File: config.mk
export PLATFORM = sky130hd
export DESIGN_NAME = curtain_supervisor
export DESIGN_NICKNAME = d
export VERILOG_FILES = /design/src/curtain_pkg.sv /design/src/curtain_supervisor.sv
export SDC_FILE = /design/constraint.sdc
export NUM_CORES = 1
export LEC_CHECK = 0
export ABC_AREA = 1
export BUFFER_PORTS_ARGS = -buffer_cell sky130_fd_sc_hd__buf_2
export CORE_UTILIZATION = 50
export DETAILED_ROUTE_END_ITERATION = 12
export GPL_TIMING_DRIVEN = 0
export PLACE_DENSITY = 0.73
export SLEW_MARGIN = 5
export SYNTH_ARGS = -nofsm -noshare
export SYNTH_HDL_FRONTEND = slang
export SYNTH_SLANG_ARGS = --single-unit
File: constraint.sdc
create_clock -name clk -period 17.1 [get_ports clk]
set_input_delay 5.13 -clock clk [delete_from_list [all_inputs] [get_ports clk]]
set_output_delay 5.13 -clock clk [all_outputs]
set_load 0.02 [all_outputs]
File: src/curtain_pkg.sv
// Constants, register map and display table for the curtain supervisor
package curtain_pkg;
	// ------------------------------------------------------------
	// Timing
	// ------------------------------------------------------------
	localparam longint unsigned CLK_HZ        = 64'd200_000_000;
	localparam longint unsigned RESET_MIN_MS  = 64'd250;
	localparam longint unsigned RESET_MAX_MS  = 64'd2000;
	localparam longint unsigned POWER_OFF_MS  = 64'd2000;
	localparam longint unsigned FLASH_HALF_MS = 64'd250;
	localparam longint unsigned MS_PER_S      = 64'd1000;
	// Least times round up, longest times round down
	localparam int unsigned RESET_MIN_CYC_DEF =
		32'((CLK_HZ * RESET_MIN_MS + MS_PER_S - 64'd1) / MS_PER_S);
	localparam int unsigned RESET_MAX_CYC_DEF =
		32'((CLK_HZ * RESET_MAX_MS) / MS_PER_S);
	localparam int unsigned POWER_OFF_CYC_DEF =
		32'((CLK_HZ * POWER_OFF_MS + MS_PER_S - 64'd1) / MS_PER_S);
	localparam int unsigned FLASH_HALF_CYC_DEF =
		32'((CLK_HZ * FLASH_HALF_MS) / MS_PER_S);

	// ------------------------------------------------------------
	// Register map
	// ------------------------------------------------------------
	localparam logic [7:0] ADDR_CONFIG  = 8'h00;
	localparam logic [7:0] ADDR_COMMAND = 8'h04;
	localparam logic [7:0] ADDR_STATUS  = 8'h08;
	localparam logic [7:0] ADDR_BLANK   = 8'h0c;
	localparam int CFG_LATCH     = 0;
	localparam int CFG_REDUCED   = 1;
	localparam int CFG_INVERT    = 2;
	localparam int CFG_TEACH_A   = 3;
	localparam int CFG_TEACH_B   = 4;
	localparam int CFG_SHOW_CFG  = 5;
	localparam int CFG_PAIRS_LO  = 6;
	localparam int CFG_PAIRS_HI  = 8;
	localparam int CFG_CASCADE   = 9;
	localparam int CFG_LAST      = 10;
	localparam int CFG_WIDTH     = 11;
	localparam int CMD_TEACH     = 0;
	localparam logic [CFG_WIDTH-1:0] CFG_RESET = 11'h040;
	localparam int ST_STATE_LO   = 0;
	localparam int ST_OSSD       = 4;
	localparam int ST_CODE_LO    = 8;
	localparam int ST_COUNT_LO   = 16;

	// ------------------------------------------------------------
	// Limits and codes
	// ------------------------------------------------------------
	localparam logic [2:0] MAX_PAIRS  = 3'h4;
	localparam logic [2:0] ONE_PAIR   = 3'h1;
	localparam logic [3:0] ERR_BLANK  = 4'h6;
	localparam logic [3:0] ERR_CASC   = 4'h7;
	localparam logic [3:0] DIGIT_MAX  = 4'h9;
	localparam int NUM_ZONES = 8;

	typedef enum logic [2:0] {
		ST_POWERUP, ST_WAIT_RESET, ST_RUN, ST_BLOCKED, ST_LOCKOUT
	} sup_state_t;

	// Segments ordered g f e d c b a
	function automatic logic [6:0] seg_of(input logic [3:0] d);
		unique case (d)
			4'h0: seg_of = 7'h3f;
			4'h1: seg_of = 7'h06;
			4'h2: seg_of = 7'h5b;
			4'h3: seg_of = 7'h4f;
			4'h4: seg_of = 7'h66;
			4'h5: seg_of = 7'h6d;
			4'h6: seg_of = 7'h7d;
			4'h7: seg_of = 7'h07;
			4'h8: seg_of = 7'h7f;
			4'h9: seg_of = 7'h6f;
			4'ha: seg_of = 7'h77;
			4'hb: seg_of = 7'h7c;
			4'hc: seg_of = 7'h39;
			4'hd: seg_of = 7'h5e;
			4'he: seg_of = 7'h79;
			4'hf: seg_of = 7'h71;
		endcase
	endfunction : seg_of
endpackage : curtain_pkg

File: src/curtain_supervisor.sv
// Reset, lockout and indicator supervisor of a safety light curtain
// Overview of operation
// - Yellow lamp steady in run, flashing awaiting reset
// - Status flashes green with reduced resolution
// - Status green outputs on, red outputs off
// - Red status flashes in lockout, both units
// - First zone lamp also shows sync status
// - Digit shows error, configuration or blocked count
// - Emitter lamp shows power, test, lockout
// - Manual reset leaves the latch wait (entered after power-up in latch mode) and lockout
// - Only open-closed-open sequence counts as reset, with the synchronised switch's reset value as the first open
// - Lockout forces outputs off until valid reset or, in trip mode, a long power cycle
// - Lockout shows numeric error code
// - Trip mode: long power cycle clears lockout
// - Blanked beam clearing causes lockout
// - Two switches plus reset teach blanking
// - Configuration bit inverts seven-segment display
// - Cascade limited to four pairs
// - Remote teach only in cascade mode, as single pair or last receiver
// - Trip auto-start; latch needs reset
// - Reduced resolution tolerates two adjacent beams
`timescale 1ns/1ps
module curtain_supervisor #(
	parameter int          NUM_BEAMS      = 16,
	parameter int unsigned RESET_MIN_CYC  = curtain_pkg::RESET_MIN_CYC_DEF,
	parameter int unsigned RESET_MAX_CYC  = curtain_pkg::RESET_MAX_CYC_DEF,
	parameter int unsigned POWER_OFF_CYC  = curtain_pkg::POWER_OFF_CYC_DEF,
	parameter int unsigned FLASH_HALF_CYC = curtain_pkg::FLASH_HALF_CYC_DEF
) (
	// Clock and reset
	input  wire logic                 clk,
	input  wire logic                 reset,
	// Register port
	input  wire logic [7:0]           addr,
	input  wire logic [31:0]          wdata,
	input  wire logic                 wstrobe,
	input  wire logic                 rstrobe,
	output logic      [31:0]          rdata,
	// Pins
	input  wire logic                 reset_sw_closed,
	input  wire logic                 power_good,
	input  wire logic                 emitter_test,
	// Scanner, same clock
	input  wire logic [NUM_BEAMS-1:0] beam_blocked,
	input  wire logic                 sync_ok,
	input  wire logic                 self_test_ok,
	input  wire logic                 fault,
	input  wire logic [3:0]           fault_code,
	// Safety outputs
	output logic                      ossd_a,
	output logic                      ossd_b,
	// Indicators
	output logic                      reset_lamp,
	output logic                      status_green,
	output logic                      status_red,
	output logic                      emitter_green,
	output logic                      emitter_red,
	output logic [curtain_pkg::NUM_ZONES-1:0] zone_green,
	output logic [curtain_pkg::NUM_ZONES-1:0] zone_red,
	output logic [6:0]                segments
);
	import curtain_pkg::*;
	localparam int ZW = NUM_BEAMS / NUM_ZONES;
	localparam int CW = $clog2(NUM_BEAMS + 1);

	// ------------------------------------------------------------
	// Pin synchronisers
	// ------------------------------------------------------------
	logic [2:0] pin_meta;
	logic [2:0] pin_sync;
	always_ff @(posedge clk or posedge reset) begin
		if (reset) begin
			pin_meta <= 3'h0;
			pin_sync <= 3'h0;
		end else begin
			pin_meta <= {emitter_test, power_good, reset_sw_closed};
			pin_sync <= pin_meta;
		end
	end
	wire sw_s   = pin_sync[0];
	wire pwr_s  = pin_sync[1];
	wire test_s = pin_sync[2];

	// ------------------------------------------------------------
	// Registers
	// ------------------------------------------------------------
	logic [CFG_WIDTH-1:0] cfg;
	logic [NUM_BEAMS-1:0] blank_mask;
	logic [3:0]           lock_code;
	sup_state_t           state;
	sup_state_t           next_state;
	wire wr_cfg   = wstrobe && (addr == ADDR_CONFIG);
	wire wr_cmd   = wstrobe && (addr == ADDR_COMMAND);
	wire latch_md = cfg[CFG_LATCH];
	wire reduced  = cfg[CFG_REDUCED];
	wire [2:0] pairs = cfg[CFG_PAIRS_HI:CFG_PAIRS_LO];
	always_ff @(posedge clk or posedge reset) begin
		if (reset)
			cfg <= CFG_RESET;
		else if (wr_cfg)
			cfg <= wdata[CFG_WIDTH-1:0];
	end

	// ------------------------------------------------------------
	// Monitored reset switch
	// ------------------------------------------------------------
	// Armed once the synchronised switch reads open, which its reset value
	// does, so a switch closed from power-up can still time a valid closure.
	logic        armed;
	logic        sw_prev;
	logic [31:0] hold;
	wire [31:0] next_hold = (hold > RESET_MAX_CYC) ? hold : hold + 32'h1;
	always_ff @(posedge clk or posedge reset) begin
		if (reset) begin
			armed   <= 1'b0;
			sw_prev <= 1'b0;
			hold    <= 32'h0;
		end else begin
			sw_prev <= sw_s;
			if (!sw_s) begin
				armed <= 1'b1;
				hold  <= 32'h0;
			end else if (armed)
				hold <= next_hold;
		end
	end
	wire release_edge = sw_prev && !sw_s && armed;
	wire reset_ok = release_edge && (hold >= RESET_MIN_CYC) &&
		(hold <= RESET_MAX_CYC);

	// ------------------------------------------------------------
	// Power cycle detection
	// ------------------------------------------------------------
	logic [31:0] off_cnt;
	logic        pwr_prev;
	always_ff @(posedge clk or posedge reset) begin
		if (reset) begin
			off_cnt  <= 32'h0;
			pwr_prev <= 1'b0;
		end else begin
			pwr_prev <= pwr_s;
			if (pwr_s)
				off_cnt <= 32'h0;
			else if (off_cnt <= POWER_OFF_CYC)
				off_cnt <= off_cnt + 32'h1;
		end
	end
	wire long_cycle = pwr_s && !pwr_prev &&
		(off_cnt > POWER_OFF_CYC);

	// ------------------------------------------------------------
	// Beam evaluation
	// ------------------------------------------------------------
	wire [NUM_BEAMS-1:0] eff = beam_blocked & ~blank_mask;
	wire blank_moved = |(blank_mask & ~beam_blocked);
	logic [CW-1:0] blk_cnt;
	always_comb begin
		blk_cnt = '0;
		for (int i = 0; i < NUM_BEAMS; i++)
			blk_cnt = blk_cnt + CW'(eff[i]);
	end
	logic [NUM_BEAMS-2:0] adj;
	genvar g;
	generate
		for (g = 0; g < NUM_BEAMS - 1; g++) begin : g_adj
			assign adj[g] = eff[g] && eff[g+1];
		end
	endgenerate
	// Beam 0 carries sync and is never tolerated
	wire tolerated = !eff[0] && ((blk_cnt == CW'(0)) ||
		(blk_cnt == CW'(1)) || ((blk_cnt == CW'(2)) && |adj));
	wire tripped = reduced ? !tolerated : |eff;

	// Cascade and remote teach
	wire casc_bad = cfg[CFG_CASCADE] ? ((pairs == 3'h0) ||
		(pairs > MAX_PAIRS)) : (pairs != ONE_PAIR);
	wire remote_ok = cfg[CFG_CASCADE] &&
		(cfg[CFG_LAST] || pairs == ONE_PAIR);
	wire remote_teach = wr_cmd && wdata[CMD_TEACH] && remote_ok;
	wire local_teach = reset_ok && cfg[CFG_TEACH_A] &&
		cfg[CFG_TEACH_B];
	wire teach = (local_teach || remote_teach) && (state != ST_RUN);
	wire lock_now = fault || blank_moved || casc_bad;
	wire fault_gone = !lock_now && self_test_ok;

	always_ff @(posedge clk or posedge reset) begin
		if (reset)
			blank_mask <= '0;
		else if (teach)
			blank_mask <= beam_blocked;
	end

	// ------------------------------------------------------------
	// Supervisor state machine
	// ------------------------------------------------------------
	always_comb begin
		next_state = state;
		unique case (state)
			ST_POWERUP:
				if (self_test_ok && sync_ok && !tripped)
					next_state = latch_md ? ST_WAIT_RESET : ST_RUN;
			ST_WAIT_RESET:
				if (reset_ok && !tripped)
					next_state = ST_RUN;
			ST_RUN:
				if (tripped || !sync_ok)
					next_state = latch_md ? ST_WAIT_RESET
						: ST_BLOCKED;
			ST_BLOCKED:
				if (!tripped && sync_ok)
					next_state = ST_RUN;
			ST_LOCKOUT:
				if (fault_gone && reset_ok)
					next_state = tripped ? (latch_md ? ST_WAIT_RESET
						: ST_BLOCKED) : ST_RUN;
				else if (!latch_md && long_cycle && !lock_now)
					next_state = ST_POWERUP;
		endcase
		if (teach)
			next_state = ST_POWERUP;
		if (lock_now && !teach)
			next_state = ST_LOCKOUT;
		else if (!pwr_s && state != ST_LOCKOUT)
			next_state = ST_POWERUP;
	end
	always_ff @(posedge clk or posedge reset) begin
		if (reset) begin
			state     <= ST_POWERUP;
			lock_code <= 4'h0;
		end else begin
			state <= next_state;
			if (lock_now && state != ST_LOCKOUT)
				lock_code <= fault ? fault_code : blank_moved ?
					ERR_BLANK : ERR_CASC;
		end
	end
	wire run    = (state == ST_RUN) && pwr_s;
	wire locked = (state == ST_LOCKOUT);

	// ------------------------------------------------------------
	// Flash timebase
	// ------------------------------------------------------------
	// One free-running flash phase keeps every lamp blinking in step
	logic [31:0] flash_cnt;
	logic        flash;
	always_ff @(posedge clk or posedge reset) begin
		if (reset) begin
			flash_cnt <= 32'h0;
			flash     <= 1'b0;
		end else if (flash_cnt >= FLASH_HALF_CYC - 32'h1) begin
			flash_cnt <= 32'h0;
			flash     <= !flash;
		end else
			flash_cnt <= flash_cnt + 32'h1;
	end

	// ------------------------------------------------------------
	// Lamps and display
	// ------------------------------------------------------------
	wire next_status_red = locked ? flash : !run;
	wire next_status_green = !locked && run &&
		(reduced ? flash : 1'b1);
	wire next_reset_lamp = run ? 1'b1 :
		(state == ST_WAIT_RESET) ? flash : 1'b0;
	wire next_em_red = pwr_s && (locked ? flash : test_s);
	wire next_em_green = pwr_s && !locked && !test_s;
	wire [3:0] cnt_digit = (blk_cnt > CW'(DIGIT_MAX)) ? DIGIT_MAX :
		4'(blk_cnt);
	wire [3:0] digit = locked ? lock_code :
		cfg[CFG_SHOW_CFG] ? {1'b0, pairs} : cnt_digit;
	wire [6:0] seg_up = seg_of(digit);
	wire [6:0] seg_inv = {seg_up[6], seg_up[2], seg_up[1], seg_up[0],
		seg_up[5], seg_up[4], seg_up[3]};
	wire [6:0] next_segments = cfg[CFG_INVERT] ? seg_inv : seg_up;

	logic [NUM_ZONES-1:0] next_zg;
	logic [NUM_ZONES-1:0] next_zr;
	generate
		for (g = 0; g < NUM_ZONES; g++) begin : g_zone
			wire z_blk = |eff[g*ZW +: ZW];
			wire z_bl  = |blank_mask[g*ZW +: ZW];
			wire z_sync = (g == 0) ? sync_ok : 1'b1;
			assign next_zr[g] = z_blk || !z_sync;
			assign next_zg[g] = !next_zr[g] &&
				(z_bl ? flash : 1'b1);
		end
	endgenerate

	always_ff @(posedge clk or posedge reset) begin
		if (reset) begin
			ossd_a        <= 1'b0;
			ossd_b        <= 1'b0;
			reset_lamp    <= 1'b0;
			status_green  <= 1'b0;
			status_red    <= 1'b0;
			emitter_green <= 1'b0;
			emitter_red   <= 1'b0;
			zone_green    <= '0;
			zone_red      <= '0;
			segments      <= 7'h00;
		end else begin
			ossd_a        <= run;
			ossd_b        <= run;
			reset_lamp    <= next_reset_lamp;
			status_green  <= next_status_green;
			status_red    <= next_status_red;
			emitter_green <= next_em_green;
			emitter_red   <= next_em_red;
			zone_green    <= next_zg;
			zone_red      <= next_zr;
			segments      <= next_segments;
		end
	end

	// ------------------------------------------------------------
	// Read port
	// ------------------------------------------------------------
	logic [31:0] status_word;
	always_comb begin
		status_word = 32'h0;
		status_word[ST_STATE_LO +: 3] = state;
		status_word[ST_OSSD] = ossd_a;
		status_word[ST_CODE_LO +: 4] = lock_code;
		status_word[ST_COUNT_LO +: CW] = blk_cnt;
	end
	wire [31:0] read_mux =
		(addr == ADDR_CONFIG) ? 32'(cfg) :
		(addr == ADDR_STATUS) ? status_word :
		(addr == ADDR_BLANK)  ? 32'(blank_mask) : 32'h0;
	always_ff @(posedge clk or posedge reset) begin
		if (reset)
			rdata <= 32'h0;
		else
			rdata <= rstrobe ? read_mux : 32'h0;
	end
endmodule : curtain_supervisor

==> summary.md <==
| Metric | Value |
|---|---|
| Count of nets after finishing | `1517` |
| Number of CTS-inserted buffers | `17` |
| Row count | `51` |
| Total number of vias | `8871` |
| Share of the clock period used by the worst path after layout | `56.1%` |
| Relative area change from synthesis to final layout | `14.9%` |
| Mapped Avg Cell Area | `7.89 µm²` |
| Sink Count | `190` |
| Antenna diode instance count | `0` |
| Worst supply voltage drop on vdd | `0.0000760 V` |
| First-pass GRT wire length | `40.5 mm` |
| Reg2Reg Depth | `22` |
| Leak Pwr | `5.70 nW` |
| RD Place Congestion | `0.917` |
| Clock transition time at the flip-flop clock pins of the worst setup and hold paths | `70 ps` |
| Reg2reg start | `blank_mask[0]` |
| Worst clock skew on the final layout | `7.45 ps` |
| Layout cell share with drive strength beyond 1 | `13.9%` |
| Deepest level of the CTS H-tree | `4` |
| Sequential cell fraction of total power | `47.1%` |
| Capture instance of the worst register-to-register path | `segments[3]` |
| Core Region | `19700 µm²` |
| CTS-repair resized insts | `0` |
| Boundary Pins | `132` |
| Internal power consumption | `0.708 mW` |
| First-pass DRT Iterations | `6` |
| End point of the critical path | `segments[3]` |
| Hold Crit Depth | `0` |
| Commonest register cell after synthesis | `sky130_fd_sc_hd__dfrtp_1` |
| Post-DR wirelength/cell | `14.4 µm` |
| Startpoint-to-endpoint class of the critical path | `in -> reg` |
| Type of the most critical hold path | `reg -> reg` |
| Setup-failing EPs final | `0` |
| Antenna violations before repair | `0` |
| Antenna-violating nets left | `0` |
| Drt initial violations | `757` |
| Area of combinational cells with multiple inputs | `4450 µm²` |
| Number of library cell types mapped by synthesis | `52` |
| Net switching power | `0.298 mW` |
| Via density | `5.23` |
| Fin crit period | `9600 ps` |
| Die height | `144 µm` |
| Fraction of post-synthesis cell area in the top cell type by area | `46.7%` |
| Total Wirelength | `24.4 mm` |
| Count of final hold-check violations | `0` |
| Final instance count without filler cells | `1696` |
| Pin count of the biggest net entering global routing | `105` |
| Final sum of negative setup slack | `0 ps` |
| Proportion of power drawn by the clock network | `39.1%` |
| Most numerous cell types in the synthesized netlist | `sky130_fd_sc_hd__nand2_1, sky130_fd_sc_hd__inv_1, sky130_fd_sc_hd__dfrtp_1` |
| Nature of the critical path startpoint | `input pin` |
| Number of warnings issued by yosys | `0` |
| Die footprint | `20800 µm²` |
| Max capacitance violation total | `0` |
| Final Slew Violations | `0` |
| Clock tree from TritonCTS | `built` |
| Switching Share | `29.7%` |
| Status | `finished clean` |
| Critical path peak fanout | `5` |
| HPWL reported at the end of detailed placement | `18.4 mm` |
| Number of buffers inserted by post-CTS setup repair | `0` |
| Clock tree root buffer cell | `sky130_fd_sc_hd__clkbuf_16` |
| Setup repair after global routing missed its margin | `no` |
| Cell taking the most area after synthesis | `sky130_fd_sc_hd__dfrtp_1` |
| Initial core utilization | `51.5%` |
| Filler cell count in the final layout | `1823` |
| Worst endpoint required time | `17440 ps` |
| Type of element capturing the critical path | `register` |
| Register area | `4760 µm²` |
| Crit path from | `beam_blocked[0]` |
| Maximum frequency from static timing analysis | `104 MHz` |
| Number of placed instances, taps included | `1664` |
| Total of hold buffers inserted after clock tree synthesis | `0` |
| Logic gate share of total power | `13.7%` |
| Proportion of register bits with asynchronous set or reset after synthesis | `100%` |
| Number of global-route vias before repair | `8368` |
| Normalized max-slew margin | `54.8%` |
| Syn Inst Count | `1283` |
| Dominant cells by area after synthesis | `sky130_fd_sc_hd__dfrtp_1, sky130_fd_sc_hd__nand2_1, sky130_fd_sc_hd__inv_1, sky130_fd_sc_hd__nor2_1, sky130_fd_sc_hd__a21oi_1` |
| Dominant cell by count in the synthesized netlist | `sky130_fd_sc_hd__nand2_1` |
| Area of the mapped netlist | `10100 µm²` |
| Number of enable-type register cells in the synthesized netlist | `0` |
| Port-buffer cells | `99` |
| Global routing usage summed across all routing layers | `25.3%` |
| Data arrival time of the worst path | `9940 ps` |
| Slack of the worst reg-to-reg path | `11930 ps` |
| Die Span X | `144 µm` |
| Part of the Yosys area used for sequential elements | `47.0%` |
| Power density over cell area | `86.5 nW/µm²` |
| Remaining design rule violation count | `0` |
| Overflow left after global routing | `0` |
| Maximum buffer depth of the clock tree | `2` |
| Transition time at the pin with the least slew margin | `671 ps` |
| Clk_lat worst skew | `440 ps` |
| Number of register bits inferred by synthesis | `190` |
-- worst min path at each step --
stage | start | endpoint | slack [ps]
finish | pin_meta[1] | pin_sync[1] | 350
global route | pin_meta[1] | pin_sync[1] | 360
CTS | pin_meta[1] | pin_sync[1] | 350
detailed placement | pin_meta[1] | pin_sync[1] | 340
global placement | pin_meta[0] | pin_sync[0] | 340
floorplan | pin_meta[0] | pin_sync[0] | 330
-- critical path: stages --
cell and delay [ps]:
sky130_fd_sc_hd__buf_2 120, sky130_fd_sc_hd__inv_1 40, sky130_fd_sc_hd__nor2_1 140, sky130_fd_sc_hd__inv_1 120
sky130_fd_sc_hd__fa_1 590, sky130_fd_sc_hd__fa_1 460, sky130_fd_sc_hd__fa_1 500, sky130_fd_sc_hd__fa_1 500
sky130_fd_sc_hd__inv_1 50, sky130_fd_sc_hd__ha_1 200, sky130_fd_sc_hd__fa_1 410, sky130_fd_sc_hd__xnor2_1 270
sky130_fd_sc_hd__nand2_1 120, sky130_fd_sc_hd__o21ai_0 190, sky130_fd_sc_hd__nand3_1 100, sky130_fd_sc_hd__nand2_1 70
sky130_fd_sc_hd__nand2_1 140, sky130_fd_sc_hd__inv_1 190, sky130_fd_sc_hd__ha_1 170, sky130_fd_sc_hd__inv_1 40
sky130_fd_sc_hd__nor2_1 150, sky130_fd_sc_hd__o22ai_1 130, sky130_fd_sc_hd__nand2_1 70, sky130_fd_sc_hd__nand2_1 50
-- flip-flops by register name (all words and copies together) (netlist names), 3 cells and up --
register / cells
segments: 7
flash_cnt: 32
pin_sync: 3
zone_green: 8
rdata: 21
blank_mask: 16
cfg: 11
off_cnt: 32
state: 3
lock_code: 4
hold: 32
pin_meta: 3
zone_red: 8
-- cell usage in the layout, fill, tap and decap left out, types with 17 or more instances in the layout --
cell | netlist | layout
sky130_fd_sc_hd__nor3_1 | 41 | 41
sky130_fd_sc_hd__o21ai_1 | 18 | 18
sky130_fd_sc_hd__nand4_1 | 27 | 27
sky130_fd_sc_hd__clkbuf_16 | 0 | 17
sky130_fd_sc_hd__a21oi_1 | 85 | 85
sky130_fd_sc_hd__dfrtp_1 | 189 | 189
sky130_fd_sc_hd__o21ai_0 | 78 | 78
sky130_fd_sc_hd__conb_1 | 1 | 17
sky130_fd_sc_hd__nand2_1 | 247 | 247
sky130_fd_sc_hd__inv_1 | 200 | 199
sky130_fd_sc_hd__nor2_1 | 165 | 165
sky130_fd_sc_hd__buf_2 | 3 | 102
sky130_fd_sc_hd__ha_1 | 19 | 19
sky130_fd_sc_hd__nand3_1 | 62 | 62
-- logic make-up after synthesis --
| logic type | Yosys count | share of synthesized area (%) |
|---|---|---|
| AND/OR/NAND/NOR | 592 | 26.2 |
| buffers and inverters | 243 | 9.57 |
| AO/OA/AOI/OAI | 213 | 11.5 |
| flip-flops | 190 | 47.0 |
| adder cells (fa/ha/maj) | 29 | 4.33 |
| XOR/XNOR | 11 | 0.952 |
| multiplexers | 4 | 0.445 |
| other | 1 | 0.0371 |
-- stage by stage --
stage | total power [mW] | setup WS (ps) | area (µm²) | util [%] | hold WS [ps]
5_1_grt | 1.05 | 7200 | 11600 | 59.2 | 357
3_5_place_dp | 0.621 | 7090 | 11000 | 56.2 | 337
2_1_floorplan | 0.575 | 6800 | 10200 | - | 331
3_3_place_gp | 0.618 | 4720 | 11000 | 56.0 | 336
6_report | 1.01 | 7500 | 11600 | 59.2 | 351
4_1_cts | 1.02 | 7530 | 11600 | 59.2 | 354
-- power groups by stage --
stage	sequential (mW)	clock (mW)	combinational [mW]
CTS	0.474	0.403	0.139
global route	0.476	0.420	0.158
global placement	0.483	0	0.135
finish	0.474	0.394	0.138
floorplan	0.494	0	0.0816
detailed placement	0.483	0	0.139
-- routing by layer --
layer  track usage, %  routed length, µm  up-vias
li1                 -                  -     4389
met4             8.81                580        0
met5                0                  0        -
met1             34.5              10900     4143
met2             41.0              11500      297
met3             4.24               1470       42
-- layout make-up --
| cell class | instances | area share [%] |
|---|---|---|
| plain buffers | 30 | 1.45 |
| clock buffers | 17 | 3.66 |
| clock inverters | 15 | 1.39 |
| inverters | 213 | 6.94 |
| multi-input cells | 866 | 38.3 |
| flip-flops and latches | 190 | 40.9 |
| well taps | 265 | 2.85 |
| repair buffers | 100 | 4.50 |
No activity file was read; power rests on OpenSTA's default activity.
